File: config.mk
export PLATFORM = sky130hd
export DESIGN_NAME = vfis_sampler
export DESIGN_NICKNAME = d
export VERILOG_FILES = /design/src/rtl/vfis_pkg.sv /design/src/rtl/vfis_sampler.sv
export SDC_FILE = /design/constraint.sdc
export NUM_CORES = 1
export LEC_CHECK = 0
export ABC_CLOCK_PERIOD_IN_PS = 5100
export BUFFER_PORTS_ARGS = -buffer_cell sky130_fd_sc_hd__buf_4
export CORE_UTILIZATION = 43
export DETAILED_ROUTE_END_ITERATION = 8
export PLACE_DENSITY = 0.71
export RECOVER_POWER = 100
export REMOVE_ABC_BUFFERS = 1
export SLEW_MARGIN = 20
export SYNTH_ARGS = -nofsm -noshare
export SYNTH_HDL_FRONTEND = slang
export SYNTH_SLANG_ARGS = --single-unit
File: constraint.sdc
create_clock -name clk_sys -period 5.1 [get_ports clk_sys]
set_input_delay 1.53 -clock clk_sys [delete_from_list [all_inputs] [get_ports clk_sys]]
set_output_delay 1.53 -clock clk_sys [all_outputs]
set_load 0.05 [all_outputs]
File: src/rtl/vfis_pkg.sv
package vfis_pkg;
  // Register word indices (byte address divided by four)
  localparam logic [3:0] VFIS_IDX_CTRL = 4'h0;
  localparam logic [3:0] VFIS_IDX_VWIN = 4'h1;
  localparam logic [3:0] VFIS_IDX_HWIN = 4'h2;
  localparam logic [3:0] VFIS_IDX_STATUS = 4'h3;
  localparam logic [3:0] VFIS_IDX_STILL_OUT = 4'h4;
  localparam logic [3:0] VFIS_IDX_STILL_IN = 4'h5;
  localparam int VFIS_ADDR_W = 6;

  // Control register field positions
  localparam int VFIS_CTRL_MODE_LSB = 0;
  localparam int VFIS_CTRL_SYNC_INT = 3;
  localparam int VFIS_CTRL_EXT_FIELD = 4;
  localparam int VFIS_CTRL_TOP_SENSE = 5;
  localparam int VFIS_CTRL_HS_POL = 6;
  localparam int VFIS_CTRL_VS_POL = 7;
  localparam int VFIS_CTRL_QUAL_POL = 8;
  localparam int VFIS_CTRL_W = 9;
  // Top field sense defaults to 1, everything else off
  localparam logic [8:0] VFIS_CTRL_RESET = 9'h020;

  // Window registers: first offset in [9:0], last offset in [25:16]
  localparam int VFIS_CNT_W = 10;
  localparam int VFIS_WIN_LAST_LSB = 16;
  localparam logic [9:0] VFIS_CNT_MAX = 10'h3FF;
  localparam logic [9:0] VFIS_WIN_FIRST_RESET = 10'h000;
  localparam logic [9:0] VFIS_WIN_LAST_RESET = 10'h3FF;

  // Status register field positions
  localparam int VFIS_STAT_LINE_LSB = 0;
  localparam int VFIS_STAT_FIELD = 16;
  localparam int VFIS_STAT_OVF = 17;

  // Stream word: {field, chroma, luma}
  localparam int VFIS_PIX_W = 8;
  localparam int VFIS_EXT_W = 24;
  localparam int VFIS_WORD_W = 17;
  localparam int VFIS_BUF_DEPTH = 2;

  // Pin vector layout after the synchroniser
  localparam int VFIS_PIN_W = 29;

  typedef enum logic [2:0] {
    VFIS_MODE_IDLE = 3'b000,
    VFIS_MODE_MOTION_COMP = 3'b001,
    VFIS_MODE_MOTION_DECOMP = 3'b010,
    VFIS_MODE_MPEG = 3'b011,
    VFIS_MODE_STILL_COMP = 3'b100,
    VFIS_MODE_STILL_DECOMP = 3'b101
  } vfis_mode_e;
endpackage

File: src/rtl/vfis_sampler.sv
// The Avalon-MM interface to the registers and the register addresses were decided locally.
`timescale 1ns/10ps
module vfis_sampler (
  input wire logic clk_sys,
  input wire logic sys_rst,
  // Avalon-MM slave
  input wire logic [vfis_pkg::VFIS_ADDR_W-1:0] avs_address,
  input wire logic avs_read,
  input wire logic avs_write,
  input wire logic [31:0] avs_writedata,
  output logic [31:0] avs_readdata,
  output logic avs_waitrequest,
  // Video pins
  input wire logic double_rate_pixel_clock,
  input wire logic pixel_clock_qualifier,
  input wire logic [vfis_pkg::VFIS_PIX_W-1:0] luma_bus,
  input wire logic [vfis_pkg::VFIS_PIX_W-1:0] chroma_bus,
  input wire logic [vfis_pkg::VFIS_PIX_W-1:0] ext_bus_hi_in,
  input wire logic hsync_in,
  input wire logic vsync_in,
  input wire logic field_indicator_input,
  output logic hsync_out,
  output logic hsync_oe_n,
  output logic vsync_out,
  output logic vsync_oe_n,
  output logic [vfis_pkg::VFIS_EXT_W-1:0] ext_bus_out,
  output logic ext_bus_oe_n,
  // Internal sync generator levels, same clock domain
  input wire logic gen_hsync,
  input wire logic gen_vsync,
  // Stream towards the video input processor
  output logic [vfis_pkg::VFIS_WORD_W-1:0] stream_data,
  output logic stream_valid,
  input wire logic stream_ready
);
  import vfis_pkg::*;

  // Register window test on the counters
  // Bounds are inclusive at both ends, so first equal to last keeps one
  function automatic logic in_range(input logic [9:0] v, input logic [9:0] lo,
                                    input logic [9:0] hi);
    in_range = (v >= lo) && (v <= hi);
  endfunction

  // Edge of a sync line seen from the chosen active polarity
  // Polarity one makes the falling edge the active one
  function automatic logic active_edge(input logic now, input logic prev, input logic pol);
    active_edge = pol ? (prev && !now) : (!prev && now);
  endfunction

  // ---------------- Pin synchroniser ----------------
  // Every video pin is asynchronous to clk_sys; the double-rate clock is
  // treated as data and its edges are found after two flops
  // Limitation: the link clock must stay well below half of clk_sys,
  // or edges merge and samples are missed
  logic [VFIS_PIN_W-1:0] pin_s1_reg, pin_s2_reg;
  logic [VFIS_PIN_W-1:0] pin_raw;
  assign pin_raw = {double_rate_pixel_clock, pixel_clock_qualifier, field_indicator_input,
                    vsync_in, hsync_in, ext_bus_hi_in, chroma_bus, luma_bus};

  // Two flops on every pin; only stage two is read downstream
  always_ff @(posedge clk_sys) begin
    pin_s1_reg <= pin_raw;
    pin_s2_reg <= pin_s1_reg;
  end

  // Stage-two view of the pins, split back into their fields
  logic drclk_s, qual_s, fi_s, vs_s, hs_s;
  logic [7:0] luma_s, chroma_s, hi_s;
  assign {drclk_s, qual_s, fi_s, vs_s, hs_s, hi_s, chroma_s, luma_s} = pin_s2_reg;

  // ---------------- Registers ----------------
  // Control fields are decoded once here and read everywhere below
  logic [VFIS_CTRL_W-1:0] ctrl_reg, ctrl_next;
  logic [31:0] vwin_reg, vwin_next, hwin_reg, hwin_next;
  logic [23:0] still_out_reg, still_out_next;
  logic [23:0] still_in_reg, still_in_next;
  logic [31:0] rdata_reg, rdata_next;
  logic ack_reg, ack_next;
  logic ovf_reg, ovf_next;

  vfis_mode_e mode;
  logic sync_int_sel, ext_field, top_sense, hs_pol, vs_pol, qual_pol;
  logic [9:0] first_line, last_line, first_pix, last_pix;
  assign mode = vfis_mode_e'(ctrl_reg[VFIS_CTRL_MODE_LSB +: 3]);
  assign sync_int_sel = ctrl_reg[VFIS_CTRL_SYNC_INT];
  assign ext_field = ctrl_reg[VFIS_CTRL_EXT_FIELD];
  assign top_sense = ctrl_reg[VFIS_CTRL_TOP_SENSE];
  assign hs_pol = ctrl_reg[VFIS_CTRL_HS_POL];
  assign vs_pol = ctrl_reg[VFIS_CTRL_VS_POL];
  assign qual_pol = ctrl_reg[VFIS_CTRL_QUAL_POL];
  assign first_line = vwin_reg[9:0];
  assign last_line = vwin_reg[VFIS_WIN_LAST_LSB +: VFIS_CNT_W];
  assign first_pix = hwin_reg[9:0];
  assign last_pix = hwin_reg[VFIS_WIN_LAST_LSB +: VFIS_CNT_W];

  // ---------------- Sampling core ----------------
  // Sample-rate state; only a qualified rise may change the counters, field and samples
  logic drclk_d_reg, drclk_d_next;
  logic hs_d_reg, hs_d_next, vs_d_reg, vs_d_next;
  logic [9:0] pix_cnt_reg, pix_cnt_next, line_cnt_reg, line_cnt_next;
  logic top_reg, top_next;
  logic [7:0] luma_reg, luma_next, chroma_reg, chroma_next;
  logic win_reg, win_next;
  logic smp_reg, smp_next;
  logic hs_out_reg, hs_out_next, vs_out_reg, vs_out_next;
  logic rise_en, fall_en, hs_edge, vs_edge;
  logic fwd_mode, still_mode, drive_sync, int_sync;

  // Rising edge of the double-rate clock, qualifier in the chosen phase
  assign rise_en = drclk_s && !drclk_d_reg && (qual_s == qual_pol);
  assign fall_en = !drclk_s && drclk_d_reg && (qual_s == qual_pol);
  // Sync edges compare each sample with the previous sample, not the raw pin,
  // so junk between qualified edges cannot fake an edge
  assign hs_edge = active_edge(hs_s, hs_d_reg, hs_pol);
  assign vs_edge = active_edge(vs_s, vs_d_reg, vs_pol);
  assign still_mode = (mode == VFIS_MODE_STILL_COMP) || (mode == VFIS_MODE_STILL_DECOMP);
  assign fwd_mode = (mode == VFIS_MODE_MOTION_COMP) || (mode == VFIS_MODE_MOTION_DECOMP)
                    || (mode == VFIS_MODE_MPEG);
  // Internal sync only honoured in motion decompression; motion compression and MPEG stay external
  assign int_sync = sync_int_sel && (mode == VFIS_MODE_MOTION_DECOMP);
  assign drive_sync = int_sync || still_mode;

  // Counters, field and window decision, one step per qualified rise
  // The window test uses the next counts so the flag lines up with the
  // registered pixel that it qualifies
  always_comb begin
    drclk_d_next = drclk_s;
    hs_d_next = hs_d_reg;
    vs_d_next = vs_d_reg;
    pix_cnt_next = pix_cnt_reg;
    line_cnt_next = line_cnt_reg;
    top_next = top_reg;
    luma_next = luma_reg;
    chroma_next = chroma_reg;
    win_next = win_reg;
    smp_next = 1'b0;
    if (rise_en) begin
      hs_d_next = hs_s;
      vs_d_next = vs_s;
      luma_next = luma_s;
      chroma_next = chroma_s;
      // Pixel count restarts at the active hsync edge and saturates at VFIS_CNT_MAX
      if (hs_edge) begin
        pix_cnt_next = 10'h000;
      end else if (pix_cnt_reg != VFIS_CNT_MAX) begin
        pix_cnt_next = pix_cnt_reg + 10'h001;
      end
      if (vs_edge) begin
        line_cnt_next = 10'h000;
      end else if (hs_edge && line_cnt_reg != VFIS_CNT_MAX) begin
        line_cnt_next = line_cnt_reg + 10'h001;
      end
      if (ext_field) begin
        top_next = (fi_s == top_sense);
      end else if (vs_edge) begin
        top_next = (hs_s == top_sense);
      end
      win_next = in_range(line_cnt_next, first_line, last_line)
                 && in_range(pix_cnt_next, first_pix, last_pix);
      smp_next = 1'b1;
    end
  end

  // Sampler state; edge history restarts low to match an idle pin,
  // so no false edge follows reset
  always_ff @(posedge clk_sys) begin
    if (sys_rst) begin
      drclk_d_reg <= 1'b0;
      hs_d_reg <= 1'b0;
      vs_d_reg <= 1'b0;
      pix_cnt_reg <= 10'h000;
      line_cnt_reg <= 10'h000;
      top_reg <= 1'b0;
      luma_reg <= 8'h00;
      chroma_reg <= 8'h00;
      win_reg <= 1'b0;
      smp_reg <= 1'b0;
    end else begin
      drclk_d_reg <= drclk_d_next;
      hs_d_reg <= hs_d_next;
      vs_d_reg <= vs_d_next;
      pix_cnt_reg <= pix_cnt_next;
      line_cnt_reg <= line_cnt_next;
      top_reg <= top_next;
      luma_reg <= luma_next;
      chroma_reg <= chroma_next;
      win_reg <= win_next;
      smp_reg <= smp_next;
    end
  end

  // Sync drive: levels launched on qualified falling edges only
  always_comb begin
    hs_out_next = hs_out_reg;
    vs_out_next = vs_out_reg;
    if (fall_en) begin
      hs_out_next = gen_hsync;
      vs_out_next = gen_vsync;
    end
  end

  // Generated sync levels, cleared so nothing toggles before the first fall
  always_ff @(posedge clk_sys) begin
    if (sys_rst) begin
      hs_out_reg <= 1'b0;
      vs_out_reg <= 1'b0;
    end else begin
      hs_out_reg <= hs_out_next;
      vs_out_reg <= vs_out_next;
    end
  end

  // Pin drive; oe_n low means this side owns the line
  // Motion compression and MPEG never drive sync, so the source keeps it
  assign hsync_out = hs_out_reg;
  assign vsync_out = vs_out_reg;
  assign hsync_oe_n = !drive_sync;
  assign vsync_oe_n = !drive_sync;
  assign ext_bus_out = still_out_reg;
  assign ext_bus_oe_n = (mode != VFIS_MODE_STILL_COMP);

  // ---------------- Two-entry stream buffer ----------------
  logic [VFIS_WORD_W-1:0] buf_mem [VFIS_BUF_DEPTH];
  logic [VFIS_WORD_W-1:0] buf_mem_next [VFIS_BUF_DEPTH];
  logic wr_ptr_reg, wr_ptr_next, rd_ptr_reg, rd_ptr_next;
  logic [1:0] cnt_reg, cnt_next;
  logic push, pop, buf_ready, take_word;

  // A full buffer still takes a word in the cycle in which the receiver pops
  // one, so only a stall across two whole samples loses anything
  assign buf_ready = (cnt_reg != 2'd2) || stream_ready;
  // A sample that belongs in the stream, whether or not there is room for it
  assign take_word = smp_reg && win_reg && fwd_mode;
  assign push = take_word && buf_ready;
  assign pop = stream_valid && stream_ready;
  assign stream_valid = (cnt_reg != 2'd0);
  assign stream_data = buf_mem[rd_ptr_reg];

  // Source cannot be stalled, so a full buffer drops the word and flags it
  always_comb begin
    buf_mem_next = buf_mem;
    wr_ptr_next = wr_ptr_reg;
    rd_ptr_next = rd_ptr_reg;
    cnt_next = cnt_reg;
    if (push) begin
      buf_mem_next[wr_ptr_reg] = {top_reg, chroma_reg, luma_reg};
      wr_ptr_next = !wr_ptr_reg;
    end
    if (pop) begin
      rd_ptr_next = !rd_ptr_reg;
    end
    if (push && !pop) begin
      cnt_next = cnt_reg + 2'd1;
    end else if (pop && !push) begin
      cnt_next = cnt_reg - 2'd1;
    end
  end

  // Buffer storage and pointers
  always_ff @(posedge clk_sys) begin
    if (sys_rst) begin
      buf_mem[0] <= '0;
      buf_mem[1] <= '0;
      wr_ptr_reg <= 1'b0;
      rd_ptr_reg <= 1'b0;
      cnt_reg <= 2'd0;
    end else begin
      buf_mem <= buf_mem_next;
      wr_ptr_reg <= wr_ptr_next;
      rd_ptr_reg <= rd_ptr_next;
      cnt_reg <= cnt_next;
    end
  end

  // ---------------- Avalon-MM slave ----------------
  logic req, wr_take;
  logic [3:0] idx;
  assign req = avs_read || avs_write;
  assign idx = avs_address[5:2];
  // One wait cycle on every access, answer at the second edge
  // A fixed answer time means a master never sees an unbounded stall;
  // read data is captured at the first edge and stands at the second
  assign avs_waitrequest = req && !ack_reg;
  assign wr_take = avs_write && ack_reg;
  assign avs_readdata = rdata_reg;

  always_comb begin
    ctrl_next = ctrl_reg;
    vwin_next = vwin_reg;
    hwin_next = hwin_reg;
    still_out_next = still_out_reg;
    still_in_next = still_in_reg;
    ack_next = req && !ack_reg;
    rdata_next = rdata_reg;
    // Overflow is sticky; a drop in the clearing cycle keeps it set
    // It marks only words the source lost, never a stall the buffer covered
    ovf_next = ovf_reg;
    if (avs_read && ack_reg && idx == VFIS_IDX_STATUS) begin
      ovf_next = 1'b0;
    end
    if (take_word && !buf_ready) begin
      ovf_next = 1'b1;
    end
    // Still decompression fetches pixels from the bus on each qualified rise
    // The last capture stands until the next one; software polls it
    if (mode == VFIS_MODE_STILL_DECOMP && rise_en) begin
      still_in_next = {hi_s, chroma_s, luma_s};
    end
    if (wr_take) begin
      unique case (idx)
        VFIS_IDX_CTRL: ctrl_next = avs_writedata[VFIS_CTRL_W-1:0];
        VFIS_IDX_VWIN: vwin_next = avs_writedata & 32'h03FF03FF;
        VFIS_IDX_HWIN: hwin_next = avs_writedata & 32'h03FF03FF;
        VFIS_IDX_STILL_OUT: still_out_next = avs_writedata[23:0];
        default: ;
      endcase
    end
    if (avs_read && !ack_reg) begin
      unique case (idx)
        VFIS_IDX_CTRL: rdata_next = {23'h0, ctrl_reg};
        VFIS_IDX_VWIN: rdata_next = vwin_reg;
        VFIS_IDX_HWIN: rdata_next = hwin_reg;
        VFIS_IDX_STATUS: rdata_next = {14'h0, ovf_reg, top_reg, 6'h0, line_cnt_reg};
        VFIS_IDX_STILL_OUT: rdata_next = {8'h00, still_out_reg};
        VFIS_IDX_STILL_IN: rdata_next = {8'h00, still_in_reg};
        default: rdata_next = 32'h00000000;
      endcase
    end
  end

  // Register bank; control resets with top sense set, windows fully open
  always_ff @(posedge clk_sys) begin
    if (sys_rst) begin
      ctrl_reg <= VFIS_CTRL_RESET;
      vwin_reg <= {6'h00, VFIS_WIN_LAST_RESET, 6'h00, VFIS_WIN_FIRST_RESET};
      hwin_reg <= {6'h00, VFIS_WIN_LAST_RESET, 6'h00, VFIS_WIN_FIRST_RESET};
      still_out_reg <= 24'h000000;
      still_in_reg <= 24'h000000;
      ack_reg <= 1'b0;
      rdata_reg <= 32'h00000000;
      ovf_reg <= 1'b0;
    end else begin
      ctrl_reg <= ctrl_next;
      vwin_reg <= vwin_next;
      hwin_reg <= hwin_next;
      still_out_reg <= still_out_next;
      still_in_reg <= still_in_next;
      ack_reg <= ack_next;
      rdata_reg <= rdata_next;
      ovf_reg <= ovf_next;
    end
  end
endmodule

# Word-level counts from Yosys, hierarchy flattened
# Cells that the tools add are included.
# classes
muxes,22
bitwise,2
order_cmp,7
eq_ne,17
n_reduce_logical,56
addsub,4
# op_table
operator,count
one-hot mux 26 bit (6 select lines),1
two-way mux 17 bit,4
two-way mux 10 bit,6
bitwise mux 34 bit,1
logical AND 1 bit,27
"adder 10 x 1 -> 10 bit, second input constant",2
greater-or-equal comparator 10 bit,2
less-or-equal comparator 10 bit,2
"!= test 10 bit, second input constant",2
demux 17 bit (select 1 bit),1
logical NOT 1 bit,13
AND reduction 2 bit,5
"equality test 4 x 2 -> 1 bit, second input constant",2
"equality test 4 x 3 -> 1 bit, second input constant",2
nonzero test 2 bit,4
two-way mux 1 bit,7
"equality test 3 x 2 -> 1 bit, second input constant",2
"equality test 3 bit, second input constant",2
logical OR 1 bit,6
"equality test 4 x 1 -> 1 bit, second input constant",1
"greater-or-equal comparator 2 bit, second input constant",2
logical NOT 4 bit,1
two-way mux 2 bit,2
NOT 1 -> 2 bit,2
other kinds (7),9
# totals
register_bits,271
word_cells,135

# Depth between registers and ports, before layout
# Gate-level depths: netlist (run 1).
# depth
ltp_word,10
depth_mapped,13

# Worst setup path before layout (run 1)
# Ideal clock, no wire load.
# synth_path
path_kind,input-to-output
startpoint,input port avs_write
endpoint,output port avs_waitrequest
arrival_ns,2.212
setup_slack_ns,1.358
cell_stages,2
path_buffers,0
cell_sequence,nor2_1 > nor2_1
# synth_via
elab_chain_len,2
# synth_rtl
element,line_no,text
from (decl),vfis_sampler.sv:9,"input wire logic avs_write,"
logical OR 1 bit,vfis_sampler.sv:279,assign req = avs_read || avs_write;
logical AND 1 bit,vfis_sampler.sv:284,assign avs_waitrequest = req && !ack_reg;
to (decl),vfis_sampler.sv:12,"output logic avs_waitrequest,"
# No other way between the ends.

# Worst setup path after layout (run 1)
# layout_path
startpoint,input port avs_address[2] (netlist bit)
endpoint,register still_out_reg[13] (netlist: ext_bus_out[13])
# layout_via
elab_chain_len,2
# layout_rtl
element,line_no,text
from (decl),vfis_sampler.sv:7,"input wire logic [vfis_pkg::VFIS_ADDR_W-1:0] avs_address,"
equality test 4 x 3 -> 1 bit,vfis_sampler.sv:311,unique case (idx)
AND reduction 2 bit (no source line),-,
to (signal assigned),vfis_sampler.sv:347,still_out_reg <= still_out_next;
to (decl),vfis_sampler.sv:76,"logic [23:0] still_out_reg, still_out_next;"
# No other way between the ends.
# A chain may end at the register's enable or synchronous reset.

==> impl_metrics.yaml, run 1 <==
setup_path:
  cp_data_required_time_ns: 5.39
  startpoint_type: "input port"
  path_delay_family: "buffers and inverters"
  slowest_delay_ns: 1.16
  cp_cell_sequence: "clkbuf_1, nor4b_1, clkbuf_1, nand3_1, clkbuf_2, nand2_1, a21oi_1"
  crit_top_cell: "clkbuf_1"
  arrival_ns: 4.51
  critPathSlowestCell: "clkbuf_1"
  path_class: "input port to flop"
  crit_buf_inv: 3
  crit_path_end_kind: "flop"
  crit_fanout: 24
global_routing:
  grt_max_degree: 84
  first_global_vias: 8900
  grt_overflow: 0
  antenna_found_initial: 0
  grt_util_all_layers_pct: 22.6
  grt_pass1_wl_mm: 47.3
clocking:
  post-cts-setup-buffers: 0
  htree_levels: 1
  ctsResizeCount: 0
  clock-root-buffer: "clkbuf_16"
  cts_tree: "done"
  holdBufCountCts: 0
  cts.sinks: 265
  clk_pin_slew_worst_paths_ns: 0.06
  cts_buffers: 28
  clock_latency_ns: 0.55
  cts_buffer_depth: 3
routing:
  dr.pass1.iters: 5
  vias: 9330
  routed_via_density: 5.49
  drc: 0
  wl_per_cell_um: 17.6
  final_antenna_net_count: 0
  drt_iter0_drc: 807
  routed_wl_mm: 29.9
sta:
  setup_tns_ns: 0
  tightest_slew_ns: 2.87
  final-setup-viol-count: 0
  period_share_pct: 82.8
  rsz0062_at_grt: "false"
  final-hold-violation-count: 0
  fin_crit_ns: 4.22
  finClkSkew_ns: 0.0144
  drv_slew: 192
  relSlewSlack_pct: -91.8
  whs_ns: 0.322
  max_freq_ghz: 0.237
pwr:
  vdd_drop_max_mv: 0.289
  power.total_mw: 4.35
  p_per_area_mw_per_mm2: 338
  p_leak_nw: 4.91
synth:
  synth_area_leaders: "dfxtp_1 48%, a21oi_1 7.2%, nand2_1 6.0%"
  synth_cell_types: 61
  synth_edf_count: 0
  synth_area_mm2: 0.0111
  ys.warnings.count: 0
  synth_top_area_share_pct: 47.9
  post_synth.cell_area_avg_um2: 8.89
  synthCells: 1246
  ys_ff_latch: 265
  yosysMostFrequentCell: "dfxtp_1"
  seq_area_frac_synth_pct: 47.9
  async_flop_share_pct: 0
  synth_common_cells: "265 x dfxtp_1, 176 x nand2_1, 160 x a21oi_1"
  synth_top_area_cell: "dfxtp_1"
  synthFlopType: "dfxtp_1"
finish:
  area.growth.synth_to_final_pct: 16.3
  largest_reg_flops: 34
  fin_util_pct: 51.0
  finalNetCount: 1466
  final_layout_size_suffix_gt1_share_pct: 11.5
  stdcell_area_mm2: 0.0129
  diodes: 0
  fillers: 2395
die:
  die-area_mm2: 0.0264
  die_w_um: 162
  die_y_um: 162
  rows: 58
  start_util_pct: 43.8
  ios: 154
  core_mm2: 0.0253
placement:
  portBuffers: 139
  place.gp.congestion: 0.851
  post_dp_cell_area_mm2: 0.0123
  dp_hpwl_mm: 20.4
flow_run:
  drv_cap: 5
status:
  violations: "capacitance limit, slew limit"
  outcome: "complete, but fails checks"
min_path:
  hold_path_class: "flop to flop"
-- final timing paths --
check / from / end / slack (ns) / cells past startpoint
setup reg to reg: ctrl_reg[8] / still_in_reg[14] / 1.23 / 7
hold reg to reg: pin_s1_reg[10] / pin_s2_reg[10] / 0.32 / 0
setup / recovery: avs_address[2] / ext_bus_out[13] / 0.88 / 7
hold / removal: pin_s1_reg[10] / pin_s2_reg[10] / 0.32 / 0
-- per-stage QoR --
stage / setup WS (ns) / std cells
finish: 0.877 / 1700
global route: 0.646 / 1700
CTS: 1.44 / 1700
detailed placement: 1.48 / 1649
global placement: 1.49 / 1649
floorplan: 0.278 / 1160
-- worst register-to-register path, delay by kind of cell (launching register included) --
family        cells  cell delay, ns
flops             1            0.35
simple gates      3            0.59
xor+xnor          1            0.20
buf+inv           2            2.16
mux               1            0.33
-- placed cells by master, fill, tap and decap left out, types with 14 or more instances in the layout --
cell	synthesis	final
inv_1	40	40
a22oi_1	23	23
clkbuf_1	54	83
mux2i_1	58	58
mux2_2	24	21
xor2_1	14	14
nand3_1	33	33
clkbuf_16	0	28
buf_4	12	45
o21ai_0	20	21
nor2_1	139	139
a222oi_1	16	16
nand2_1	176	176
clkbuf_4	0	29
ha_1	43	43
a211o_1	20	20
a21oi_1	160	160
dfxtp_1	265	265
-- routing by layer --
metal | wire length (um) | global-route usage, % | vias to the layer above
met1 | 12900 | 29.4 | 4421
met3 | 2130 | 3.92 | 59
met2 | 14000 | 37.6 | 322
li1 | - | - | 4528
met4 | 805 | 7.42 | 0
met5 | 0 | 0 | -
-- kinds of logic (layout without fill, tap and decap cells) --
group / count (synthesis) / in the layout / share of synthesized area (%)
adder cells (fa/ha/maj): 43 / 43 / 4.86
multiplexers: 82 / 82 / 7.68
flip-flops: 265 / 265 / 47.9
buffers and inverters: 131 / 250 / 5.19
AO/OA/AOI/OAI: 272 / 272 / 15.1
other: 1 / 6 / 0.0339
AND/OR/NAND/NOR: 436 / 436 / 17.9
XOR/XNOR: 16 / 16 / 1.27
-- where the power goes --
group	switching (mW)	internal [mW]	total (mW)	leakage, nW
clock	0.845	1.13	1.98	0.455
sequential	0.0311	2.11	2.14	2.16
combinational	0.149	0.0783	0.228	2.29
total	1.03	3.32	4.35	4.91
-- final cells by class --
cell class	instances	area [um2]	area share (%)
clock inverter	17	138	1.07
timing repair buffer	159	892	6.93
sequential	265	5310	41.2
multi-input combinational	855	5200	40.4
clock buffer	34	773	6.01
inverter	40	150	1.17
tap	330	413	3.21
(Power assumes the default switching activity.)
==> run 2: changes to the inputs <==
--- a/config.mk
+++ b/config.mk
@@ -5,11 +5,11 @@
 export SDC_FILE = /design/constraint.sdc
 export NUM_CORES = 1
 export LEC_CHECK = 0
-export ABC_CLOCK_PERIOD_IN_PS = 5100
+export ABC_CLOCK_PERIOD_IN_PS = 3520
 export BUFFER_PORTS_ARGS = -buffer_cell sky130_fd_sc_hd__buf_4
 export CORE_UTILIZATION = 43
 export DETAILED_ROUTE_END_ITERATION = 8
-export PLACE_DENSITY = 0.71
+export PLACE_DENSITY = 0.73
 export RECOVER_POWER = 100
 export REMOVE_ABC_BUFFERS = 1
 export SLEW_MARGIN = 20
==> constraint.sdc (replaced) <==
create_clock -name clk_sys -period 3.52 [get_ports clk_sys]
set_input_delay 1.056 -clock clk_sys [delete_from_list [all_inputs] [get_ports clk_sys]]
set_output_delay 1.056 -clock clk_sys [all_outputs]
set_load 0.05 [all_outputs]
==> impl_metrics.yaml, run 2 (synthesis gave the netlist of run 1 again) <==
status:
  outcome: "complete, but fails checks"
  violations: "capacitance limit, slew limit"
die:
  ios: 154
  die-area_mm2: 0.0264
  core_mm2: 0.0253
  die_w_um: 162
  rows: 58
  die_y_um: 162
  start_util_pct: 43.8
pwr:
  p_per_area_mw_per_mm2: 498
  switching_share_pct: 23.0
  p_leak_nw: 4.98
  p_comb_share_pct: 5.3
  seqPwrFrac_pct: 47.7
  internal_power_mw: 4.99
  vdd_drop_max_mv: 0.372
  p_clk_share_pct: 46.9
  p_switching_mw: 1.49
  power.total_mw: 6.48
routing:
  vias: 9299
  routed_wl_mm: 30.0
  final_antenna_net_count: 0
  wl_per_cell_um: 17.5
  dr.pass1.iters: 6
  routed_via_density: 5.43
  drt_iter0_drc: 827
  drc: 0
sta:
  max_freq_ghz: 0.296
  period_share_pct: 95.9
  rsz0062_at_grt: "false"
  drv_slew: 170
  relSlewSlack_pct: -34.6
  fin_crit_ns: 3.37
  setup_tns_ns: 0
  finClkSkew_ns: 0.0190
  final-setup-viol-count: 0
  final-hold-violation-count: 0
  tightest_slew_ns: 2.02
clocking:
  holdBufCountCts: 0
  clock_latency_ns: 0.56
  clock-root-buffer: "clkbuf_16"
  cts_tree: "done"
  cts.sinks: 265
  clk_pin_slew_worst_paths_ns: 0.06
  cts_buffers: 28
  cts_buffer_depth: 3
  ctsResizeCount: 0
  htree_levels: 1
  post-cts-setup-buffers: 0
setup_path:
  path_delay_family: "buffers and inverters"
  cp_data_required_time_ns: 3.86
  crit_top_cell: "clkbuf_1"
  arrival_ns: 3.72
  slowest_delay_ns: 1.16
  path_class: "input port to flop"
  crit_fanout: 24
  rr_worst_depth: 12
  startpoint_type: "input port"
  cp_cell_sequence: "clkbuf_1, nor4b_4, clkbuf_1, nand3_1, buf_4, nand2_1, a21oi_1"
  worstSetupPathDepth: 7
  crit_path_end_kind: "flop"
  crit_buf_inv: 3
  critPathSlowestCell: "clkbuf_1"
global_routing:
  grt_overflow: 0
  antenna_found_initial: 0
  grt_util_all_layers_pct: 22.7
  grt_pass1_wl_mm: 47.6
  first_global_vias: 8955
  grt_max_degree: 67
finish:
  layout_commonest_cell: "dfxtp_1"
  area.growth.synth_to_final_pct: 17.6
  diodes: 0
  finalNetCount: 1478
  fin_cells: 1712
  stdcell_area_mm2: 0.0130
  final_cell_mix: "265 x dfxtp_1, 176 x nand2_1, 160 x a21oi_1"
  largest_reg_flops: 34
  final_layout_size_suffix_gt1_share_pct: 12.5
min_path:
  min_delay_path_depth: 0
  hold_path_class: "flop to flop"
placement:
  portBuffers: 139
  post_dp_cell_area_mm2: 0.0124
  dp_cells: 1661
  place.gp.congestion: 0.899
  dp_hpwl_mm: 20.7
flow_run:
  drv_cap: 5
## run 2: per-layer routing
layer | wire (um) | share of wire (%) | vias up | track usage, %
met5 | 0 | 0 | - | 0
met3 | 1960 | 6.5 | 57 | 3.92
met1 | 13100 | 44 | 4377 | 30.0
met2 | 13900 | 46 | 323 | 36.7
met4 | 1000 | 3.3 | 0 | 8.88
li1 | - | - | 4542 | -
## run 2: power by group through the flow
stage | Sequential, mW | Combinational, mW | Clock, mW
final | 3.09 | 0.344 | 3.04
after global routing | 3.10 | 0.374 | 3.21
after CTS | 3.09 | 0.359 | 3.09
after detailed placement | 3.16 | 0.358 | 0
after global placement | 3.16 | 0.353 | 0
after floorplan | 3.17 | 0.149 | 0
## run 2: path summary, 6_finish.rpt
path | start | to | slack, ns
max | avs_address[2] | ext_bus_out[13] | 0.15
min | pin_s1_reg[12] | pin_s2_reg[12] | 0.32
max reg2reg | pix_cnt_reg[0] | win_reg | 0.22
min reg2reg | pin_s1_reg[12] | pin_s2_reg[12] | 0.32
## run 2: layout make-up
cell class / instances / area (um2)
fill: 2440 / 12200
sequential: 265 / 5310
multi-input combinational: 855 / 5220
timing repair buffer: 171 / 968
clock buffer: 38 / 798
tap: 330 / 413
clock inverter: 13 / 169
inverter: 40 / 150
## run 2: worst reg2reg max path: cells and delay by family, from the launching register on
family | cells | cell delay (ns)
compound gates | 5 | 1.03
xor+xnor | 1 | 0.17
fa+ha+maj | 2 | 0.61
simple gates | 4 | 0.94
flops | 1 | 0.45
## run 2: per-stage QoR
step / worst slack [ns] / util (%) / hold WS [ns]
finish: 0.145 / 51.6 / 0.325
detailed placement: 0.337 / 49.2 / 0.312
floorplan: -0.828 / - / 0.310
CTS: 0.232 / 53.1 / 0.326
global placement: 0.390 / 49.2 / 0.310
global route: 0.0311 / 51.6 / 0.331
